==> src/core/htc_pkg.sv <==
/*
  Package for the fast TIA and DAC offset configuration block: register byte
  offsets, field positions, reset values and decode codes.
  Assumes a 32-bit AXI4-Lite register bus with word-aligned registers.
*/
package htc_pkg;

  // ***************************************************************
  // Register byte offsets
  // ***************************************************************
  localparam logic [15:0] OFS_CAL_LOCK      = 16'h2000;
  localparam logic [15:0] OFS_FRONT_END     = 16'h2004;
  localparam logic [15:0] OFS_FAST_DAC      = 16'h2008;
  localparam logic [15:0] OFS_FAST_GAIN_RES = 16'h20F0;
  localparam logic [15:0] OFS_ELECTRODE_RES = 16'h20F8;
  localparam logic [15:0] OFS_TIA_CFG       = 16'h20FC;
  localparam logic [15:0] OFS_DAC_OFFSET_HS = 16'h22BC;
  localparam logic [15:0] OFS_STATUS        = 16'h2100;

  // ***************************************************************
  // Field positions and widths
  // ***************************************************************
  localparam int LOCK_BIT       = 0;
  localparam int TIA_EN_BIT     = 11;
  localparam int ATTEN_BIT      = 12;
  localparam int DAC_MODE_BIT   = 0;
  localparam int OFFSET_W       = 12;
  localparam int GAIN_RES_W     = 13;
  localparam int GAIN_FIELD_W   = 4;
  localparam int ELEC_W         = 8;
  localparam int INSEL_LSB      = 0;
  localparam int CM_BIT         = 3;
  localparam int ADC_CH_LSB     = 4;
  localparam int ADC_CH_W       = 5;
  localparam int TIA_CFG_W      = 9;

  // ***************************************************************
  // Reset values
  // ***************************************************************
  localparam logic [12:0] RST_FAST_GAIN_RES = 13'h000F;
  localparam logic [7:0]  RST_ELECTRODE_RES = 8'hFF;
  localparam logic [11:0] RST_DAC_OFFSET    = 12'h000;

  // ***************************************************************
  // Codes
  // ***************************************************************
  localparam logic [7:0] ELEC_SHORT_CODE = 8'h97;
  localparam logic [3:0] GAIN_EXT_CODE   = 4'hF;
  localparam logic [4:0] ADC_CH_TIA      = 5'h01;
  localparam logic [3:0] GAIN_SEL_OPEN   = 4'hF;

  // Input source codes
  localparam logic [2:0] IN_SINGLE_ENDED = 3'h0;
  localparam logic [2:0] IN_AIN0         = 3'h1;
  localparam logic [2:0] IN_AIN3         = 3'h4;
  localparam logic [2:0] IN_ELECTRODE    = 3'h5;

  // Electrode load choices
  localparam logic [2:0] LOAD_0R    = 3'h0;
  localparam logic [2:0] LOAD_10R   = 3'h1;
  localparam logic [2:0] LOAD_30R   = 3'h2;
  localparam logic [2:0] LOAD_50R   = 3'h3;
  localparam logic [2:0] LOAD_100R  = 3'h4;
  localparam logic [2:0] LOAD_SHORT = 3'h6;
  localparam logic [2:0] LOAD_OPEN  = 3'h7;

  // AXI responses
  localparam logic [1:0] RESP_OKAY   = 2'h0;
  localparam logic [1:0] RESP_SLVERR = 2'h2;

endpackage

==> src/core/htc_electrode_decode.sv <==
/*
  Decoder for the dedicated electrode resistor configuration code.
  Purely combinational; the caller registers its outputs.
*/
module htc_electrode_decode
  import htc_pkg::*;
(
  input  wire logic [7:0] code,
  output logic      [2:0] load_sel,
  output logic      [3:0] gain_sel,
  output logic            short_both
);

  // Load resistor choice from the code
  always_comb
  begin
    unique case (code)
      8'h00, 8'h18, 8'h38, 8'h58, 8'h60, 8'h68, 8'h70, 8'h78, 8'h80, 8'h88: load_sel = LOAD_0R;
      8'h09, 8'h21, 8'h39, 8'h59, 8'h61, 8'h69, 8'h71, 8'h79, 8'h81, 8'h89: load_sel = LOAD_10R;
      8'h12, 8'h2A, 8'h4A, 8'h5A, 8'h62, 8'h6A, 8'h72, 8'h7A, 8'h82, 8'h8A: load_sel = LOAD_30R;
      8'h1B, 8'h33, 8'h4B, 8'h5B, 8'h63, 8'h6B, 8'h73, 8'h7B, 8'h83, 8'h8B: load_sel = LOAD_50R;
      8'h34, 8'h3C, 8'h54, 8'h5C, 8'h64, 8'h6C, 8'h74, 8'h7C, 8'h84, 8'h8C: load_sel = LOAD_100R;
      ELEC_SHORT_CODE: load_sel = LOAD_SHORT; // see [RQ12]
      default:         load_sel = LOAD_OPEN;  // see [RQ9]
    endcase
  end

  // Gain resistor step, 0 for the smallest up to 9 for the largest
  always_comb
  begin
    unique case (code)
      8'h00, 8'h09, 8'h12, 8'h1B, 8'h34: gain_sel = 4'h0; // see [RQ9]
      8'h18, 8'h21, 8'h2A, 8'h33, 8'h3C: gain_sel = 4'h1;
      8'h38, 8'h39, 8'h4A, 8'h4B, 8'h54: gain_sel = 4'h2;
      8'h58, 8'h59, 8'h5A, 8'h5B, 8'h5C: gain_sel = 4'h3;
      8'h60, 8'h61, 8'h62, 8'h63, 8'h64: gain_sel = 4'h4;
      8'h68, 8'h69, 8'h6A, 8'h6B, 8'h6C: gain_sel = 4'h5;
      8'h70, 8'h71, 8'h72, 8'h73, 8'h74: gain_sel = 4'h6;
      8'h78, 8'h79, 8'h7A, 8'h7B, 8'h7C: gain_sel = 4'h7;
      8'h80, 8'h81, 8'h82, 8'h83, 8'h84: gain_sel = 4'h8;
      8'h88, 8'h89, 8'h8A, 8'h8B, 8'h8C: gain_sel = 4'h9;
      default:                           gain_sel = GAIN_SEL_OPEN;
    endcase
  end

  // Both electrode resistors shorted
  assign short_both = (code == ELEC_SHORT_CODE); // see [RQ12]

endmodule // htc_electrode_decode

==> src/core/htc_config.sv <==
/*
  Register bank for the fast DAC offset correction and the fast TIA controls,
  reached over AXI4-Lite, driving registered analog control outputs.
  Assumes one clock, an asynchronous active-low reset and a bus master that
  keeps AXI4-Lite handshakes.
*/
// The AXI4-Lite interface to the registers was left to the implementer.
// Functional notes
// [RQ1] Offset correction is 12-bit two's complement in [11:0]; upper bits read zero.
// [RQ2] 0x7FF max positive, 0x800 max negative, 0x001/0xFFF half steps, 0x000 none.
// [RQ3] Offset applies only while the attenuator bit 12 of fast DAC control is clear.
// [RQ4] Offset register is write-protected by the calibration data lock.
// [RQ5] Writes to the offset while locked are ignored; stored value unchanged.
// [RQ6] TIA is off after reset; enabled only by front end control bit 11.
// [RQ7] TIA output is one selectable channel of the ADC input multiplexer.
// [RQ8] TIA input from single-ended pin, four analog pins or the electrode input.
// [RQ9] Electrode code decodes to load 0/10/30/50/100 ohm plus a gain choice.
// [RQ10] TIA common mode is the internal 1.11 V reference or zero-bias output.
// [RQ11] Software sets electrode code 0x97 and gain field 0xF for external gain.
// [RQ12] Electrode code 0x97 shorts both electrode resistors to the TIA output.
// [RQ13] Software routes the resistor pin to the TIA inverting input.
// [RQ14] Gain field codes 0-7 select resistors, 8-15 open; resets to 0xF.
module htc_config
  import htc_pkg::*;
(
  input  wire logic        ref_clk,
  input  wire logic        reset_n,
  input  wire logic [15:0] s_axi_awaddr,
  input  wire logic        s_axi_awvalid,
  output logic             s_axi_awready,
  input  wire logic [31:0] s_axi_wdata,
  input  wire logic [3:0]  s_axi_wstrb,
  input  wire logic        s_axi_wvalid,
  output logic             s_axi_wready,
  output logic [1:0]       s_axi_bresp,
  output logic             s_axi_bvalid,
  input  wire logic        s_axi_bready,
  input  wire logic [15:0] s_axi_araddr,
  input  wire logic        s_axi_arvalid,
  output logic             s_axi_arready,
  output logic [31:0]      s_axi_rdata,
  output logic [1:0]       s_axi_rresp,
  output logic             s_axi_rvalid,
  input  wire logic        s_axi_rready,
  output logic [11:0]      dac_offset_out,
  output logic             offset_active,
  output logic             tia_enable,
  output logic [2:0]       tia_input_sel,
  output logic             tia_cm_zero_bias,
  output logic             adc_tia_route,
  output logic [2:0]       electrode_load_sel,
  output logic [3:0]       electrode_gain_sel,
  output logic             electrode_short,
  output logic [2:0]       gain_res_sel,
  output logic             gain_res_open,
  output logic             ext_gain_mode
);

  // ***************************************************************
  // Declarations
  // ***************************************************************
  logic                    lock_q;
  logic [31:0]             front_end_q;
  logic [31:0]             fast_dac_q;
  logic [GAIN_RES_W-1:0]   gain_res_q;
  logic [ELEC_W-1:0]       elec_res_q;
  logic [TIA_CFG_W-1:0]    tia_cfg_q;
  logic [OFFSET_W-1:0]     offset_q;
  logic                    awready_q;
  logic                    wready_q;
  logic                    aw_got_q;
  logic                    w_got_q;
  logic [15:0]             waddr_q;
  logic [31:0]             wdata_q;
  logic [3:0]              wstrb_q;
  logic                    bvalid_q;
  logic [1:0]              bresp_q;
  logic                    arready_q;
  logic                    rvalid_q;
  logic [31:0]             rdata_q;
  logic [1:0]              rresp_q;
  logic [11:0]             dac_offset_q;
  logic                    offset_active_q;
  logic                    tia_enable_q;
  logic [2:0]              tia_input_sel_q;
  logic                    tia_cm_q;
  logic                    adc_tia_route_q;
  logic [2:0]              elec_load_q;
  logic [3:0]              elec_gain_q;
  logic                    elec_short_q;
  logic [2:0]              gain_sel_q;
  logic                    gain_open_q;
  logic                    ext_gain_q;
  logic                    do_write;
  logic                    wr_offset;
  logic [2:0]              dec_load;
  logic [3:0]              dec_gain;
  logic                    dec_short;
  logic [31:0]             wr_word;

  // ***************************************************************
  // Helpers
  // ***************************************************************

  // Merge write data into an old word under the byte strobes
  function automatic logic [31:0] merge(input logic [31:0] old, input logic [31:0] data,
                                        input logic [3:0] strb);
    logic [31:0] mask;
    mask = {{8{strb[3]}}, {8{strb[2]}}, {8{strb[1]}}, {8{strb[0]}}};
    return (old & ~mask) | (data & mask);
  endfunction

  // Address decode, used by both the read and the write path
  function automatic logic is_mapped(input logic [15:0] addr);
    return addr == OFS_CAL_LOCK || addr == OFS_FRONT_END || addr == OFS_FAST_DAC
        || addr == OFS_FAST_GAIN_RES || addr == OFS_ELECTRODE_RES || addr == OFS_TIA_CFG
        || addr == OFS_DAC_OFFSET_HS || addr == OFS_STATUS;
  endfunction

  // Present contents of a register as a bus word, for reads and strobed writes
  function automatic logic [31:0] reg_word(input logic [15:0] addr);
    logic [31:0] res;
    res = 32'h0000_0000;
    case (addr)
      OFS_CAL_LOCK:      res = {31'h0, lock_q};
      OFS_FRONT_END:     res = front_end_q;
      OFS_FAST_DAC:      res = fast_dac_q;
      OFS_FAST_GAIN_RES: res = {19'h0, gain_res_q};
      OFS_ELECTRODE_RES: res = {24'h0, elec_res_q};
      OFS_TIA_CFG:       res = {23'h0, tia_cfg_q};
      OFS_DAC_OFFSET_HS: res = {20'h0, offset_q}; // see [RQ1]
      OFS_STATUS:        res = {19'h0, gain_open_q, elec_gain_q, 1'b0, elec_load_q,
                                ext_gain_q, elec_short_q, tia_enable_q, offset_active_q};
      default:           res = 32'h0000_0000;
    endcase
    return res;
  endfunction

  // ***************************************************************
  // AXI4-Lite write channel
  // ***************************************************************

  // Write fires one cycle after both address and data are held
  assign do_write  = aw_got_q && w_got_q && !bvalid_q;
  assign wr_offset = do_write && (waddr_q == OFS_DAC_OFFSET_HS);

  // Addressed register merged with the held write data under its strobes
  always_comb
  begin
    wr_word = merge(reg_word(waddr_q), wdata_q, wstrb_q);
  end

  // Address and data capture, in either order
  always_ff @(posedge ref_clk or negedge reset_n)
  begin
    if (!reset_n)
    begin
      awready_q <= 1'b1;
      wready_q  <= 1'b1;
      aw_got_q  <= 1'b0;
      w_got_q   <= 1'b0;
      waddr_q   <= 16'h0000;
      wdata_q   <= 32'h0000_0000;
      wstrb_q   <= 4'h0;
    end
    else
    begin
      if (s_axi_awvalid && awready_q)
      begin
        aw_got_q  <= 1'b1;
        awready_q <= 1'b0;
        waddr_q   <= {s_axi_awaddr[15:2], 2'b00};
      end
      if (s_axi_wvalid && wready_q)
      begin
        w_got_q  <= 1'b1;
        wready_q <= 1'b0;
        wdata_q  <= s_axi_wdata;
        wstrb_q  <= s_axi_wstrb;
      end
      if (do_write)
      begin
        aw_got_q <= 1'b0;
        w_got_q  <= 1'b0;
      end
      if (s_axi_bvalid && s_axi_bready)
      begin
        awready_q <= 1'b1;
        wready_q  <= 1'b1;
      end
    end
  end

  // Write response
  always_ff @(posedge ref_clk or negedge reset_n)
  begin
    if (!reset_n)
    begin
      bvalid_q <= 1'b0;
      bresp_q  <= RESP_OKAY;
    end
    else if (do_write)
    begin
      bvalid_q <= 1'b1;
      bresp_q  <= (is_mapped(waddr_q) && waddr_q != OFS_STATUS) ? RESP_OKAY : RESP_SLVERR;
    end
    else if (s_axi_bready)
    begin
      bvalid_q <= 1'b0;
    end
  end

  // ***************************************************************
  // Register file
  // ***************************************************************

  // Control registers
  always_ff @(posedge ref_clk or negedge reset_n)
  begin
    if (!reset_n)
    begin
      lock_q      <= 1'b0;
      front_end_q <= 32'h0000_0000;       // TIA off after reset, see [RQ6]
      fast_dac_q  <= 32'h0000_0000;
      gain_res_q  <= RST_FAST_GAIN_RES;   // see [RQ14]
      elec_res_q  <= RST_ELECTRODE_RES;
      tia_cfg_q   <= '0;
    end
    else if (do_write)
    begin
      unique case (waddr_q)
        OFS_CAL_LOCK:      lock_q      <= wr_word[LOCK_BIT];
        OFS_FRONT_END:     front_end_q <= wr_word;
        OFS_FAST_DAC:      fast_dac_q  <= wr_word;
        OFS_FAST_GAIN_RES: gain_res_q  <= wr_word[GAIN_RES_W-1:0];
        OFS_ELECTRODE_RES: elec_res_q  <= wr_word[ELEC_W-1:0];
        OFS_TIA_CFG:       tia_cfg_q   <= wr_word[TIA_CFG_W-1:0];
        default:           lock_q      <= lock_q;
      endcase
    end
  end

  // Offset correction, writable only while the lock is open
  always_ff @(posedge ref_clk or negedge reset_n)
  begin
    if (!reset_n)
    begin
      offset_q <= RST_DAC_OFFSET;
    end
    else if (wr_offset && !lock_q) // see [RQ4] [RQ5]
    begin
      offset_q <= wr_word[OFFSET_W-1:0]; // see [RQ1]
    end
  end

  // ***************************************************************
  // AXI4-Lite read channel
  // ***************************************************************

  // Read data is captured when the address is taken
  always_ff @(posedge ref_clk or negedge reset_n)
  begin
    if (!reset_n)
    begin
      arready_q <= 1'b1;
      rvalid_q  <= 1'b0;
      rdata_q   <= 32'h0000_0000;
      rresp_q   <= RESP_OKAY;
    end
    else if (s_axi_arvalid && arready_q)
    begin
      arready_q <= 1'b0;
      rvalid_q  <= 1'b1;
      rresp_q   <= is_mapped({s_axi_araddr[15:2], 2'b00}) ? RESP_OKAY : RESP_SLVERR;
      rdata_q   <= reg_word({s_axi_araddr[15:2], 2'b00}); // see [RQ1]
    end
    else if (rvalid_q && s_axi_rready)
    begin
      rvalid_q  <= 1'b0;
      arready_q <= 1'b1;
    end
  end

  // ***************************************************************
  // Analog control outputs
  // ***************************************************************

  htc_electrode_decode u_elec_decode
  (
    .code       (elec_res_q),
    .load_sel   (dec_load),
    .gain_sel   (dec_gain),
    .short_both (dec_short)
  );

  // Offset passed to the DAC: raw two's complement when the attenuator is off
  always_ff @(posedge ref_clk or negedge reset_n)
  begin
    if (!reset_n)
    begin
      dac_offset_q    <= 12'h000;
      offset_active_q <= 1'b0;
    end
    else
    begin
      offset_active_q <= !fast_dac_q[ATTEN_BIT];                          // see [RQ3]
      dac_offset_q    <= fast_dac_q[ATTEN_BIT] ? 12'h000 : offset_q;      // see [RQ2] [RQ3]
    end
  end

  // TIA enable, input, common mode and ADC routing
  always_ff @(posedge ref_clk or negedge reset_n)
  begin
    if (!reset_n)
    begin
      tia_enable_q    <= 1'b0;
      tia_input_sel_q <= IN_SINGLE_ENDED;
      tia_cm_q        <= 1'b0;
      adc_tia_route_q <= 1'b0;
    end
    else
    begin
      tia_enable_q    <= front_end_q[TIA_EN_BIT];                                  // see [RQ6]
      tia_input_sel_q <= (tia_cfg_q[INSEL_LSB +: 3] > IN_ELECTRODE) ? IN_SINGLE_ENDED
                                                                    : tia_cfg_q[INSEL_LSB +: 3]; // see [RQ8]
      tia_cm_q        <= tia_cfg_q[CM_BIT];                                        // see [RQ10]
      adc_tia_route_q <= front_end_q[TIA_EN_BIT]
                         && tia_cfg_q[ADC_CH_LSB +: ADC_CH_W] == ADC_CH_TIA;       // see [RQ7]
    end
  end

  // Resistor selections
  always_ff @(posedge ref_clk or negedge reset_n)
  begin
    if (!reset_n)
    begin
      elec_load_q  <= LOAD_OPEN;
      elec_gain_q  <= GAIN_SEL_OPEN;
      elec_short_q <= 1'b0;
      gain_sel_q   <= 3'h0;
      gain_open_q  <= 1'b1;
      ext_gain_q   <= 1'b0;
    end
    else
    begin
      elec_load_q  <= dec_load;                                                  // see [RQ9]
      elec_gain_q  <= dec_gain;
      elec_short_q <= dec_short;                                                 // see [RQ12]
      gain_sel_q   <= gain_res_q[2:0];
      gain_open_q  <= gain_res_q[3];                                             // see [RQ14]
      ext_gain_q   <= dec_short && gain_res_q[GAIN_FIELD_W-1:0] == GAIN_EXT_CODE; // see [RQ11]
    end
  end

  // ***************************************************************
  // Port drive
  // ***************************************************************
  assign s_axi_awready      = awready_q;
  assign s_axi_wready       = wready_q;
  assign s_axi_bvalid       = bvalid_q;
  assign s_axi_bresp        = bresp_q;
  assign s_axi_arready      = arready_q;
  assign s_axi_rvalid       = rvalid_q;
  assign s_axi_rdata        = rdata_q;
  assign s_axi_rresp        = rresp_q;
  assign dac_offset_out     = dac_offset_q;
  assign offset_active      = offset_active_q;
  assign tia_enable         = tia_enable_q;
  assign tia_input_sel      = tia_input_sel_q;
  assign tia_cm_zero_bias   = tia_cm_q;
  assign adc_tia_route      = adc_tia_route_q;
  assign electrode_load_sel = elec_load_q;
  assign electrode_gain_sel = elec_gain_q;
  assign electrode_short    = elec_short_q;
  assign gain_res_sel       = gain_sel_q;
  assign gain_res_open      = gain_open_q;
  assign ext_gain_mode      = ext_gain_q;

  // ***************************************************************
  // Assertions
  // ***************************************************************
  AST_OFFSET_GATED: assert property (@(posedge ref_clk) disable iff (!reset_n) // see [RQ3]
    fast_dac_q[ATTEN_BIT] |=> (dac_offset_q == 12'h000 && !offset_active_q))
    else $error("offset reached the DAC with the attenuator on");
  AST_OFFSET_PASS: assert property (@(posedge ref_clk) disable iff (!reset_n) // see [RQ2]
    !fast_dac_q[ATTEN_BIT] ##1 !fast_dac_q[ATTEN_BIT] |-> dac_offset_q == $past(offset_q))
    else $error("offset not passed unchanged with the attenuator off");
  AST_LOCK_HOLDS: assert property (@(posedge ref_clk) disable iff (!reset_n) // see [RQ5]
    (wr_offset && lock_q) |=> $stable(offset_q))
    else $error("locked offset register changed on a write");
  AST_OFFSET_CAUSE: assert property (@(posedge ref_clk) disable iff (!reset_n) // see [RQ4]
    !$stable(offset_q) |-> $past(wr_offset && !lock_q))
    else $error("offset changed without an unlocked write");
  AST_TIA_ENABLE: assert property (@(posedge ref_clk) disable iff (!reset_n) // see [RQ6]
    tia_enable_q |-> $past(front_end_q[TIA_EN_BIT]))
    else $error("TIA enabled without front end control bit 11");
  AST_SHORT_CODE: assert property (@(posedge ref_clk) disable iff (!reset_n) // see [RQ12]
    (elec_res_q == ELEC_SHORT_CODE) |=> (elec_short_q && elec_load_q == LOAD_SHORT))
    else $error("electrode code 0x97 did not short both resistors");
  AST_GAIN_OPEN: assert property (@(posedge ref_clk) disable iff (!reset_n) // see [RQ14]
    gain_res_q[3] |=> gain_open_q)
    else $error("gain field 8 to 15 not shown as open");
  AST_ADC_ROUTE: assert property (@(posedge ref_clk) disable iff (!reset_n) // see [RQ7]
    adc_tia_route_q |-> (tia_enable_q && $past(tia_cfg_q[ADC_CH_LSB +: ADC_CH_W]) == ADC_CH_TIA))
    else $error("TIA routed to the ADC while off or not selected");

endmodule // htc_config

==> config.mk <==
export PLATFORM = sky130hd
export DESIGN_NAME = htc_config
export DESIGN_NICKNAME = d
export VERILOG_FILES = /design/src/core/htc_pkg.sv /design/src/core/htc_electrode_decode.sv /design/src/core/htc_config.sv
export SDC_FILE = /design/constraint.sdc
export NUM_CORES = 1
export LEC_CHECK = 0
export BUFFER_PORTS_ARGS = -buffer_cell sky130_fd_sc_hd__buf_2
export CAP_MARGIN = 20
export CORE_MARGIN = 3
export CORE_UTILIZATION = 43
export DETAILED_ROUTE_END_ITERATION = 7
export GPL_TIMING_DRIVEN = 0
export SKIP_LAST_GASP = 1
export SYNTH_ARGS = -nofsm -noshare
export SYNTH_HDL_FRONTEND = slang
export SYNTH_SLANG_ARGS = --single-unit
==> constraint.sdc <==
create_clock -name ref_clk -period 2.3 [get_ports ref_clk]
set_input_delay 0.69 -clock ref_clk [delete_from_list [all_inputs] [get_ports ref_clk]]
set_output_delay 0.69 -clock ref_clk [all_outputs]
set_load 0.05 [all_outputs]
==> results_dict.tcl, run 1 <==
set metrics [dict create \
    num-nets-final 1365 \
    pre_cts_slack_ns -1.05 \
    route.detailed.vias_per_inst 5.97 \
    grt_pass1_wl_um 56400 \
    arrival_time_reported_for_the_critical_path_endpoint_ns 2.83 \
    asyncSetResetFlopFracSynth_pct 100 \
    worstPathMaxFanout 5 \
    violations "negative setup slack" \
    vias_in_the_first_global_route 9560 \
    syn_to_final_growth_pct 28.1 \
    grt_antenna_before_repair 0 \
    synth_enable_flop_cells 0 \
    gp_routability_congestion 0.925 \
    start_kind "register" \
    total_grt_overflow 0 \
    route.layer.met1.wl_um 15800 \
    met3RoutedLength_um 2470 \
    synth_cell_type_count 74 \
    initial_core_util_pct 43.8 \
    utilization_pct 56.1 \
    met2_length_um 17600 \
    chipHeight_um 166 \
    worstSetupEndpointType "register" \
    fmax_mhz 421 \
    yosysWarningCount 0 \
    clock_path_buffers 3 \
    post_layout_inst_area_um2 14200 \
    report.power.total_w 0.0127 \
    cts-buffers-inserted 26 \
    placed_area_um2 12200 \
    antenna_violating_nets_post_route 0 \
    clock_tree_from_tritoncts "built" \
    syn-instance-count 1086 \
    diodes 0 \
    clock_tree.root_cell "clkbuf_16" \
    reg2reg_to "gain_res_q[8]" \
    final_hold_viol_count 0 \
    power_frac_clock_pct 34.1 \
    floorplan.die_area_um2 27700 \
    chipWidth_um 166 \
    maxCapViolCount 0 \
    grt_start_max_net_pins 122 \
    drt_first_iter_violations 962 \
    total_negative_slack_for_setup_checks_ns -1.21 \
    share_of_cells_above_drive_strength_1_pct 36.1 \
    worstPathRequired_ns 2.75 \
    register_to_register_setup_slack_ns -0.08 \
    power.ir.vdd_worst_mv 0.757 \
    portBuffers 139 \
    share_of_synthesized_area_occupied_by_flip_flops_and_latches_pct 52.3 \
    internal_power_w 0.00853 \
    type_of_the_worst_min_delay_path "input pin to register" \
    grt_setup_unrepaired "yes" \
    total_global_routing_track_utilization_pct 25.7 \
    number_of_rows_created_at_floorplan 58 \
    timing.max_slew.rel_slack_pct 25.5 \
    highest-signal-layer "met4" \
    htree_num_levels 1 \
    net-switching-power_w 0.00416 \
    yosys_most_used_dff "dfrtp_1" \
    avgRoutedWirePerCell_um 22.7 \
    total_wirelength_of_the_detailed_routed_design_um 37200 \
    ios 148 \
    timing.final.ws_setup_ns -0.0769 \
    p_leak_nw 6.47 \
    post-route-min-period_ns 2.38 \
    ff_latch_count_synth 230 \
    clk_transition_reported_paths_ns 0.06 \
    commonest_non_fill_non_tap_cell_in_the_layout "dfrtp_1" \
    postSynthAreaPerCell_um2 10.2 \
    worst_r2r_path_depth 8 \
    p_sw_share_pct 32.8 \
    cts.sinks 230 \
    crit_type "register to register" \
    timing_worst_slew_pin_value_ns 1.12 \
    run_status "complete, but fails checks" \
    core_area_um2 25300 \
    crit_start "waddr_q[7]" \
    power_density_nw_per_um2 896 \
    drt_first_pass_iters 5 \
    drcViolationCount 0 \
    seq_power_share_pct 40.6 \
    period_share_pct 103 \
    power.share.combinational_pct 25.3 \
    clock_latency_late_sink_ns 0.54 \
    syn_area_um2 11100 \
    clock-skew-final_ns 0.0201 \
    hpwl_um 25200 \
    slew_viol_final 0 \
    critical_path.endpoint "gain_res_q[8]" \
    via_count 9789 \
    rr_startpoint "waddr_q[7]" \
    setup_viol 52 \
    layout_common_cells "206 x dfrtp_1, 146 x buf_2, 100 x nand2_1" \
]
[worst min path at each step]
stage                             start            end  slack, ns  cells past startpoint
final                      s_axi_wvalid   s_axi_wready       0.34                      2
after global routing      s_axi_awvalid  s_axi_awready       0.34                      2
after CTS                  s_axi_wvalid   s_axi_wready       0.32                      2
after detailed placement  gain_res_q[3]  gain_res_open       0.39                      0
after global placement    gain_res_q[3]  gain_res_open       0.39                      0
after floorplan           gain_res_q[3]  gain_res_open       0.37                      0
[routing by layer]
layer	vias to the layer above	GRT usage (%)
met5	-	0
met4	0	8.25
met3	86	3.40
met2	429	41.5
li1	4391	-
met1	4883	36.1
[synth_stat cells, types with 3 or more instances]
cell type | n | area [um^2]
a31oi_1 | 3 | 18.8
and3_1 | 14 | 87.6
o31ai_1 | 3 | 22.5
dfrtp_1 | 207 | 5180
buf_4 | 4 | 30.0
or3_1 | 3 | 18.8
a22o_1 | 7 | 61.3
a22oi_1 | 60 | 450
inv_1 | 18 | 67.6
a222oi_1 | 3 | 30.0
buf_1 | 5 | 18.8
dfstp_2 | 23 | 604
mux2i_1 | 14 | 140
mux2_2 | 56 | 631
nor2b_1 | 30 | 188
buf_2 | 19 | 95.1
a221o_1 | 32 | 320
nand2b_1 | 8 | 50.1
clkbuf_1 | 55 | 206
o2bb2ai_1 | 4 | 35.0
or2_2 | 4 | 25.0
nand4_1 | 4 | 25.0
o21ai_0 | 108 | 541
and2_1 | 4 | 25.0
a211oi_1 | 6 | 45.0
nor4_1 | 3 | 18.8
a21o_1 | 3 | 22.5
a22oi_4 | 7 | 149
a21oi_1 | 77 | 385
nor3b_1 | 3 | 22.5
nor2_1 | 99 | 372
nand3_1 | 14 | 70.1
nand3b_1 | 4 | 30.0
nor4b_1 | 3 | 26.3
nor3_1 | 14 | 70.1
a221oi_1 | 5 | 43.8
o22ai_1 | 8 | 50.1
nand2_1 | 101 | 379
[state kept, by name, summed over array words and instances, names as in the netlist, 3 cells and up]
signal              cells
dac_offset_out         12
s_axi_rdata            32
fast_dac_q             32
waddr_q                14
wstrb_q                 4
wdata_q                32
front_end_q            32
electrode_gain_sel      4
tia_input_sel           3
tia_cfg_q               9
electrode_load_sel      3
elec_res_q              8
offset_q               12
gain_res_sel            3
gain_res_q             13
[power by group through the flow]
stage	registers [W]	logic (W)	clock network (W)
2_1_floorplan	0.00508	0.00179	0
3_3_place_gp	0.00511	0.00267	0
3_5_place_dp	0.00512	0.00272	0
4_1_cts	0.00511	0.00294	0.00441
5_1_grt	0.00520	0.00344	0.00455
6_report	0.00515	0.00321	0.00433
[worst max-delay path, stage by stage (launching register included)]
cell and delay (ns):
dfrtp_1 0.44, or4_4 0.62, nor3b_4 0.30, buf_6 0.16, and2_4 0.18, a221o_1 0.17, a22oi_2 0.06, buf_4 0.19
a21oi_1 0.16
[per-stage QoR]
stage / hold slack (ns) / std cells
after floorplan: 0.374 / 1087
after global placement: 0.389 / 1556
after detailed placement: 0.390 / 1558
after CTS: 0.325 / 1629
after global routing: 0.342 / 1639
final: 0.343 / 1639
[logic make-up after synthesis]
family | Yosys count | synth area share, %
AO/OA/AOI/OAI | 352 | 21.8
flip-flops | 230 | 52.3
AND/OR/NAND/NOR | 328 | 14.8
multiplexers | 70 | 6.97
XOR/XNOR | 4 | 0.317
buffers and inverters | 101 | 3.78
other | 1 | 0.0339
[what timing repair did]
item	4_1_cts	5_1_grt
gates resized for setup	99	151
setup buffers	25	12
pin swaps	24	66
endpoints found under the setup margin	145	143
hold buffers	1	0
endpoints found under the hold margin	1	0
gates cloned	2	2
[area by class of cell]
class / count / area, um^2
fill: 2252 / 11100
clock buffer: 36 / 759
multi-input combinational: 757 / 5380
timing repair buffer: 182 / 1140
sequential: 230 / 5790
tap: 330 / 413
clock inverter: 11 / 138
inverter: 18 / 67.6
buffer: 75 / 484
Note: power is estimated with default switching activity, not from simulation.
==> run 2, diff against run 1 <==
Settings changed: SETUP_SLACK_MARGIN set to 0.05.
==> run 2 against run 1 <==
Against the previous run: the flow still finishes with violations (negative setup slack); register-to-register slack better by 0.06 ns; count of clock-buffer cells in the layout up 6; sequential share of layout area down 0.55 points; sequential power about the same; critical path depth unchanged; setup slack better by 0.057 ns; fmax up 2.5%; final cell count up 0.49%; die area unchanged; combinational power up 6.9%; hold slack worse by 0.24 ns; critical path type unchanged.
==> results_dict.tcl, run 2 (same netlist as run 1, synthesis figures left out) <==
set metrics [dict create \
    avgRoutedWirePerCell_um 22.7 \
    worstPathMaxFanout 6 \
    setup_viol 3 \
    grt_setup_unrepaired "yes" \
    clock_latency_late_sink_ns 0.54 \
    route.detailed.vias_per_inst 5.99 \
    total_grt_overflow 0 \
    p_leak_nw 6.58 \
    timing_worst_slew_pin_value_ns 0.912 \
    total_negative_slack_for_setup_checks_ns -0.0317 \
    critical_path.endpoint "fast_dac_q[10]" \
    grt_antenna_before_repair 0 \
    worst_path_max_delay_cell "or4_4" \
    drt_first_iter_violations 1100 \
    seq_power_share_pct 40.7 \
    slew_viol_final 0 \
    internal_power_w 0.00841 \
    portBuffers 139 \
    grt_pass1_wl_um 57600 \
    reg2reg_to "fast_dac_q[10]" \
    rr_startpoint "waddr_q[7]" \
    syn_to_final_growth_pct 29.9 \
    clock_path_buffers 3 \
    power.share.combinational_pct 27.2 \
    total_wirelength_of_the_detailed_routed_design_um 37400 \
    via_count 9872 \
    gp_routability_congestion 0.909 \
    start_kind "register" \
    final_hold_viol_count 0 \
    p_sw_share_pct 33.4 \
    worstPathRequired_ns 2.75 \
    clk_transition_reported_paths_ns 0.06 \
    finish.cell_count_without_fillers 1647 \
    cts.sinks 230 \
    maxCapViolCount 0 \
    power_frac_clock_pct 32.1 \
    vias_in_the_first_global_route 9790 \
    num-nets-final 1372 \
    cp_slowest_stage_delay_ns 0.61 \
    antenna_violating_nets_post_route 0 \
    drt_first_pass_iters 7 \
    number_of_rows_created_at_floorplan 58 \
    core_area_um2 25300 \
    worst_r2r_path_depth 8 \
    crit_type "register to register" \
    share_of_cells_above_drive_strength_1_pct 37.7 \
    cp_cell_sequence "or4_4 > nor4_4 > buf_4 > and3_4 > buf_8 > buf_12 > nor2_4 > a21oi_2" \
    clock-skew-final_ns 0.0203 \
    total_global_routing_track_utilization_pct 26.2 \
    fmax_mhz 431 \
    numPlacedInstances 1558 \
    chipWidth_um 166 \
    post-route-min-period_ns 2.32 \
    crit_start "waddr_q[7]" \
    n_fill_cell 2240 \
    ios 148 \
    hpwl_um 25100 \
    violations "negative setup slack" \
    period_share_pct 101 \
    htree_num_levels 1 \
    net-switching-power_w 0.00423 \
    type_of_the_worst_min_delay_path "input pin to asynchronous set/reset pin" \
    drcViolationCount 0 \
    layout_common_cells "203 x dfrtp_1, 146 x buf_2, 99 x nand2_1" \
    floorplan.die_area_um2 27700 \
    diodes 0 \
    commonest_non_fill_non_tap_cell_in_the_layout "dfrtp_1" \
    register_to_register_setup_slack_ns -0.02 \
    cts-buffers-inserted 26 \
    clock_tree.root_cell "clkbuf_16" \
    worstSetupEndpointType "register" \
    clock_tree_from_tritoncts "built" \
    arrival_time_reported_for_the_critical_path_endpoint_ns 2.77 \
    timing.max_slew.rel_slack_pct 39.2 \
    power.ir.vdd_worst_mv 0.681 \
    grt_start_max_net_pins 93 \
    run_status "complete, but fails checks" \
    initial_core_util_pct 43.8 \
    timing.final.ws_setup_ns -0.0196 \
    power_density_nw_per_um2 880 \
    chipHeight_um 166 \
]
==> run 2: changes by cell type in the layout (fill, tap and decap cells not counted), sizes merged <==
cell         delta
inv             -1
buf            +12
and2            -1
dlygate4sd3     -1
clkinv          -2
bufinv          -2
clkbuf          +3
==> run 2: layout make-up <==
type	instances	area (um^2)	share of cell area, %
inverter	18	67.6	0.470
timing repair buffer	189	1260	8.76
buffer	76	542	3.77
multi-input combinational	756	5460	38.0
sequential	230	5790	40.3
clock inverter	6	66.3	0.461
tap	330	413	2.87
clock buffer	42	771	5.36
==> run 2: how the worst min path moves through the flow <==
stage	start	endpoint	slack (ns)	depth (start not counted)
4_1_cts	reset_n	waddr_q[11]	0.11	1
6_report	reset_n	waddr_q[3]	0.10	1
3_3_place_gp	gain_res_q[3]	gain_res_open	0.42	0
2_1_floorplan	gain_res_q[3]	gain_res_open	0.37	0
3_5_place_dp	gain_res_q[3]	gain_res_open	0.42	0
5_1_grt	reset_n	waddr_q[12]	0.13	1
==> run 2: power by group through the flow <==
| stage | clock (W) | combinational [W] | sequential [W] |
|---|---|---|---|
| 2_1_floorplan | 0 | 0.00179 | 0.00508 |
| 3_3_place_gp | 0 | 0.00267 | 0.00510 |
| 3_5_place_dp | 0 | 0.00272 | 0.00510 |
| 4_1_cts | 0.00411 | 0.00317 | 0.00509 |
| 5_1_grt | 0.00429 | 0.00366 | 0.00520 |
| 6_report | 0.00406 | 0.00343 | 0.00515 |
==> run 2: worst max-delay path, delay by kind of cell, from the launching register on <==
family	cells	cell delay, ns
simple gates	4	1.22
compound gates	1	0.11
buf+inv	3	0.48
flops	1	0.43
==> run 2: per-stage QoR <==
stage                     area [um^2]  setup WS (ns)  util [%]  hold slack, ns  total power, W
after floorplan                 11100         0.0566         -           0.374         0.00687
after global placement          12200          -3.66      48.3           0.415         0.00777
after detailed placement        12300         -0.758      48.6           0.417         0.00782
after CTS                       14000        -0.0271      55.4           0.111          0.0124
after global routing            14400         -0.104      56.9           0.128          0.0131
final                           14400        -0.0196      56.9           0.103          0.0126
==> run 2: repair_timing <==
action	in CTS	in global routing
cloned	5	1
setup buffers	35	7
resized for setup	188	121
pin swaps	71	32
hold buffers	0	0
endpoints found under the setup margin	145	145
==> run 2: per-layer routing <==
layer	track usage [%]	vias to the layer above	share of wire, %
met1	36.0	4897	42
met3	4.50	106	7.3
met2	41.8	482	47
met5	0	-	0
li1	-	4387	-
met4	10.1	0	4.0
==> run 3, diff against run 2 <==
Settings changed: CORE_MARGIN 3 to 1.5.
==> run 3 against run 2 <==
Against the previous run: count of clock-buffer cells in the layout is 5 lower; largest power group unchanged; final area barely moved; critical path type unchanged; fmax down 7.8%; hold slack gained 0.032 ns; total power grew 3.0%; critical endpoint is now offset_q[3]; sequential share of layout area hardly changed; via count up 0.31%; the run still ends with negative setup slack left; setup slack worse by 0.20 ns; non-clock buffer count unchanged; highest routed layer unchanged.
==> results_dict.tcl, run 3 (same netlist as run 1, synthesis figures left out) <==
set metrics [dict create \
    total_grt_overflow 0 \
    clock_tree.root_cell "clkbuf_16" \
    via_count 9903 \
    chipWidth_um 163 \
    total_global_routing_track_utilization_pct 27.8 \
    floorplan.die_area_um2 26700 \
    crit_cells 7 \
    timing.final.ws_setup_ns -0.216 \
    reg2reg_to "offset_q[3]" \
    worst_r2r_path_depth 7 \
    initial_core_util_pct 43.9 \
    drcViolationCount 0 \
    gp_routability_congestion 0.920 \
    net-switching-power_w 0.00424 \
    htree_num_levels 1 \
    report.power.total_w 0.0130 \
    ios 148 \
    antenna_violating_nets_post_route 0 \
    p_sw_share_pct 32.6 \
    hpwl_um 24900 \
    final_hold_viol_count 0 \
    vias_in_the_first_global_route 9547 \
    share_of_cells_above_drive_strength_1_pct 37.3 \
    rr_startpoint "waddr_q[4]" \
    drt_first_iter_violations 820 \
    start_kind "register" \
    cts.sinks 230 \
    type_of_the_worst_min_delay_path "input pin to asynchronous set/reset pin" \
    cp_top_family "compound AO/OA/AOI/OAI gates" \
    internal_power_w 0.00878 \
    arrival_time_reported_for_the_critical_path_endpoint_ns 2.91 \
    maxCapViolCount 0 \
    portBuffers 139 \
    worstPathMaxFanout 8 \
    clk_transition_reported_paths_ns 0.06 \
    num-nets-final 1372 \
    chipHeight_um 163 \
    post_layout_inst_area_um2 14400 \
    route.detailed.vias_per_inst 6.01 \
    period_share_pct 109 \
    grt_antenna_before_repair 0 \
    worst-path-buf-inv 1 \
    finish.cell_count_without_fillers 1647 \
    power.ir.vdd_worst_mv 0.688 \
    layout_common_cells "205 x dfrtp_1, 148 x buf_2, 98 x nand2_1" \
    violations "negative setup slack" \
    crit_start "waddr_q[4]" \
    utilization_pct 57.1 \
    timing.max_slew.rel_slack_pct 21.9 \
    worst_path_max_delay_cell "nand2b_1" \
    register_to_register_setup_slack_ns -0.22 \
    p_leak_nw 6.59 \
    setup_viol 55 \
    grt_start_max_net_pins 88 \
    clock-skew-final_ns 0.0120 \
    ff_latch_area_um2 5790 \
    cp_cell_sequence "buf_4 > and4_1 > nand2b_1 > o22ai_1 > a221o_1 > a22oi_4 > a21oi_1" \
    slew_viol_final 0 \
    clock_tree_from_tritoncts "built" \
    fmax_mhz 397 \
    total_wirelength_of_the_detailed_routed_design_um 37300 \
    post-route-min-period_ns 2.52 \
    commonest_non_fill_non_tap_cell_in_the_layout "dfrtp_1" \
    cts-buffers-inserted 26 \
    diodes 0 \
    number_of_rows_created_at_floorplan 58 \
    drt_first_pass_iters 8 \
    crit_type "register to register" \
    timing_worst_slew_pin_value_ns 1.17 \
    core_area_um2 25200 \
    grt_pass1_wl_um 56500 \
    placed_area_um2 12300 \
    clock_latency_late_sink_ns 0.53 \
    clock_path_buffers 3 \
    power_frac_clock_pct 34.8 \
    multiInputGateArea_um2 5390 \
    avgRoutedWirePerCell_um 22.6 \
    n_fill_cell 2204 \
    worstPathRequired_ns 2.69 \
    cp_slowest_stage_delay_ns 0.52 \
    seq_power_share_pct 39.5 \
    power.share.combinational_pct 25.7 \
    syn_to_final_growth_pct 30.0 \
    numPlacedInstances 1558 \
    power_density_nw_per_um2 906 \
    run_status "complete, but fails checks" \
    worstSetupEndpointType "register" \
    grt_setup_unrepaired "yes" \
]
## run 3: cell types whose count changed in the layout (fill, tap and decap cells not counted), sizes merged
cell / before / now
bufinv: 1 / 5
buf: 220 / 217
clkbuf: 87 / 84
clkinvlp: 0 / 2
bufbuf: 0 / 1
clkinv: 5 / 4
## run 3: routing by layer
metal	global-route usage (%)	vias up	share of wire [%]	routed length, um
met5	0	-	0	0
met4	11.0	0	3.8	1430
met3	4.22	102	8.1	3020
met2	44.7	527	47	17600
met1	37.7	4882	41	15200
li1	-	4392	-	-
## run 3: per-stage QoR
stage          setup slack [ns]  hold slack [ns]  TNS, ns
5_1_grt                  -0.232            0.159   -10.88
3_3_place_gp              -3.62            0.399  -861.58
2_1_floorplan            0.0566            0.374        0
3_5_place_dp             -0.745            0.402   -68.80
4_1_cts                 -0.0486            0.146    -1.13
6_report                 -0.216            0.136    -6.82
## run 3: worst max-delay path by stage
stage	to	slack [ns]
final	offset_q[3]	-0.22
after floorplan	s_axi_rdata[12]	0.06
after global routing	offset_q[3]	-0.23
after detailed placement	s_axi_rdata[0]	-0.74
after global placement	s_axi_rresp[1]	-3.62
after CTS	tia_cfg_q[4]	-0.05
## run 3: power groups by stage
| stage | registers [W] | logic (W) | clock network [W] |
|---|---|---|---|
| floorplan | 0.00508 | 0.00179 | 0 |
| global placement | 0.00511 | 0.00267 | 0 |
| detailed placement | 0.00512 | 0.00271 | 0 |
| CTS | 0.00509 | 0.00303 | 0.00458 |
| global route | 0.00520 | 0.00358 | 0.00476 |
| finish | 0.00514 | 0.00335 | 0.00453 |
## run 3: final cells by class
class | instances | area share, %
Sequential cell | 230 | 40.2
Inverter | 18 | 0.470
Timing Repair Buffer | 188 | 8.76
Tap cell | 330 | 2.87
Clock inverter | 11 | 1.31
Buffer | 77 | 3.63
Multi-Input combinational cell | 756 | 37.5
Clock buffer | 37 | 5.24
## run 3: what timing repair did
| item | CTS | global route |
|---|---|---|
| gates cloned | 4 | 2 |
| resized for setup | 160 | 126 |
| endpoints found under the setup margin | 142 | 144 |
| hold buffers | 0 | 0 |
| buffers inserted | 35 | 8 |
| pin swaps | 58 | 52 |
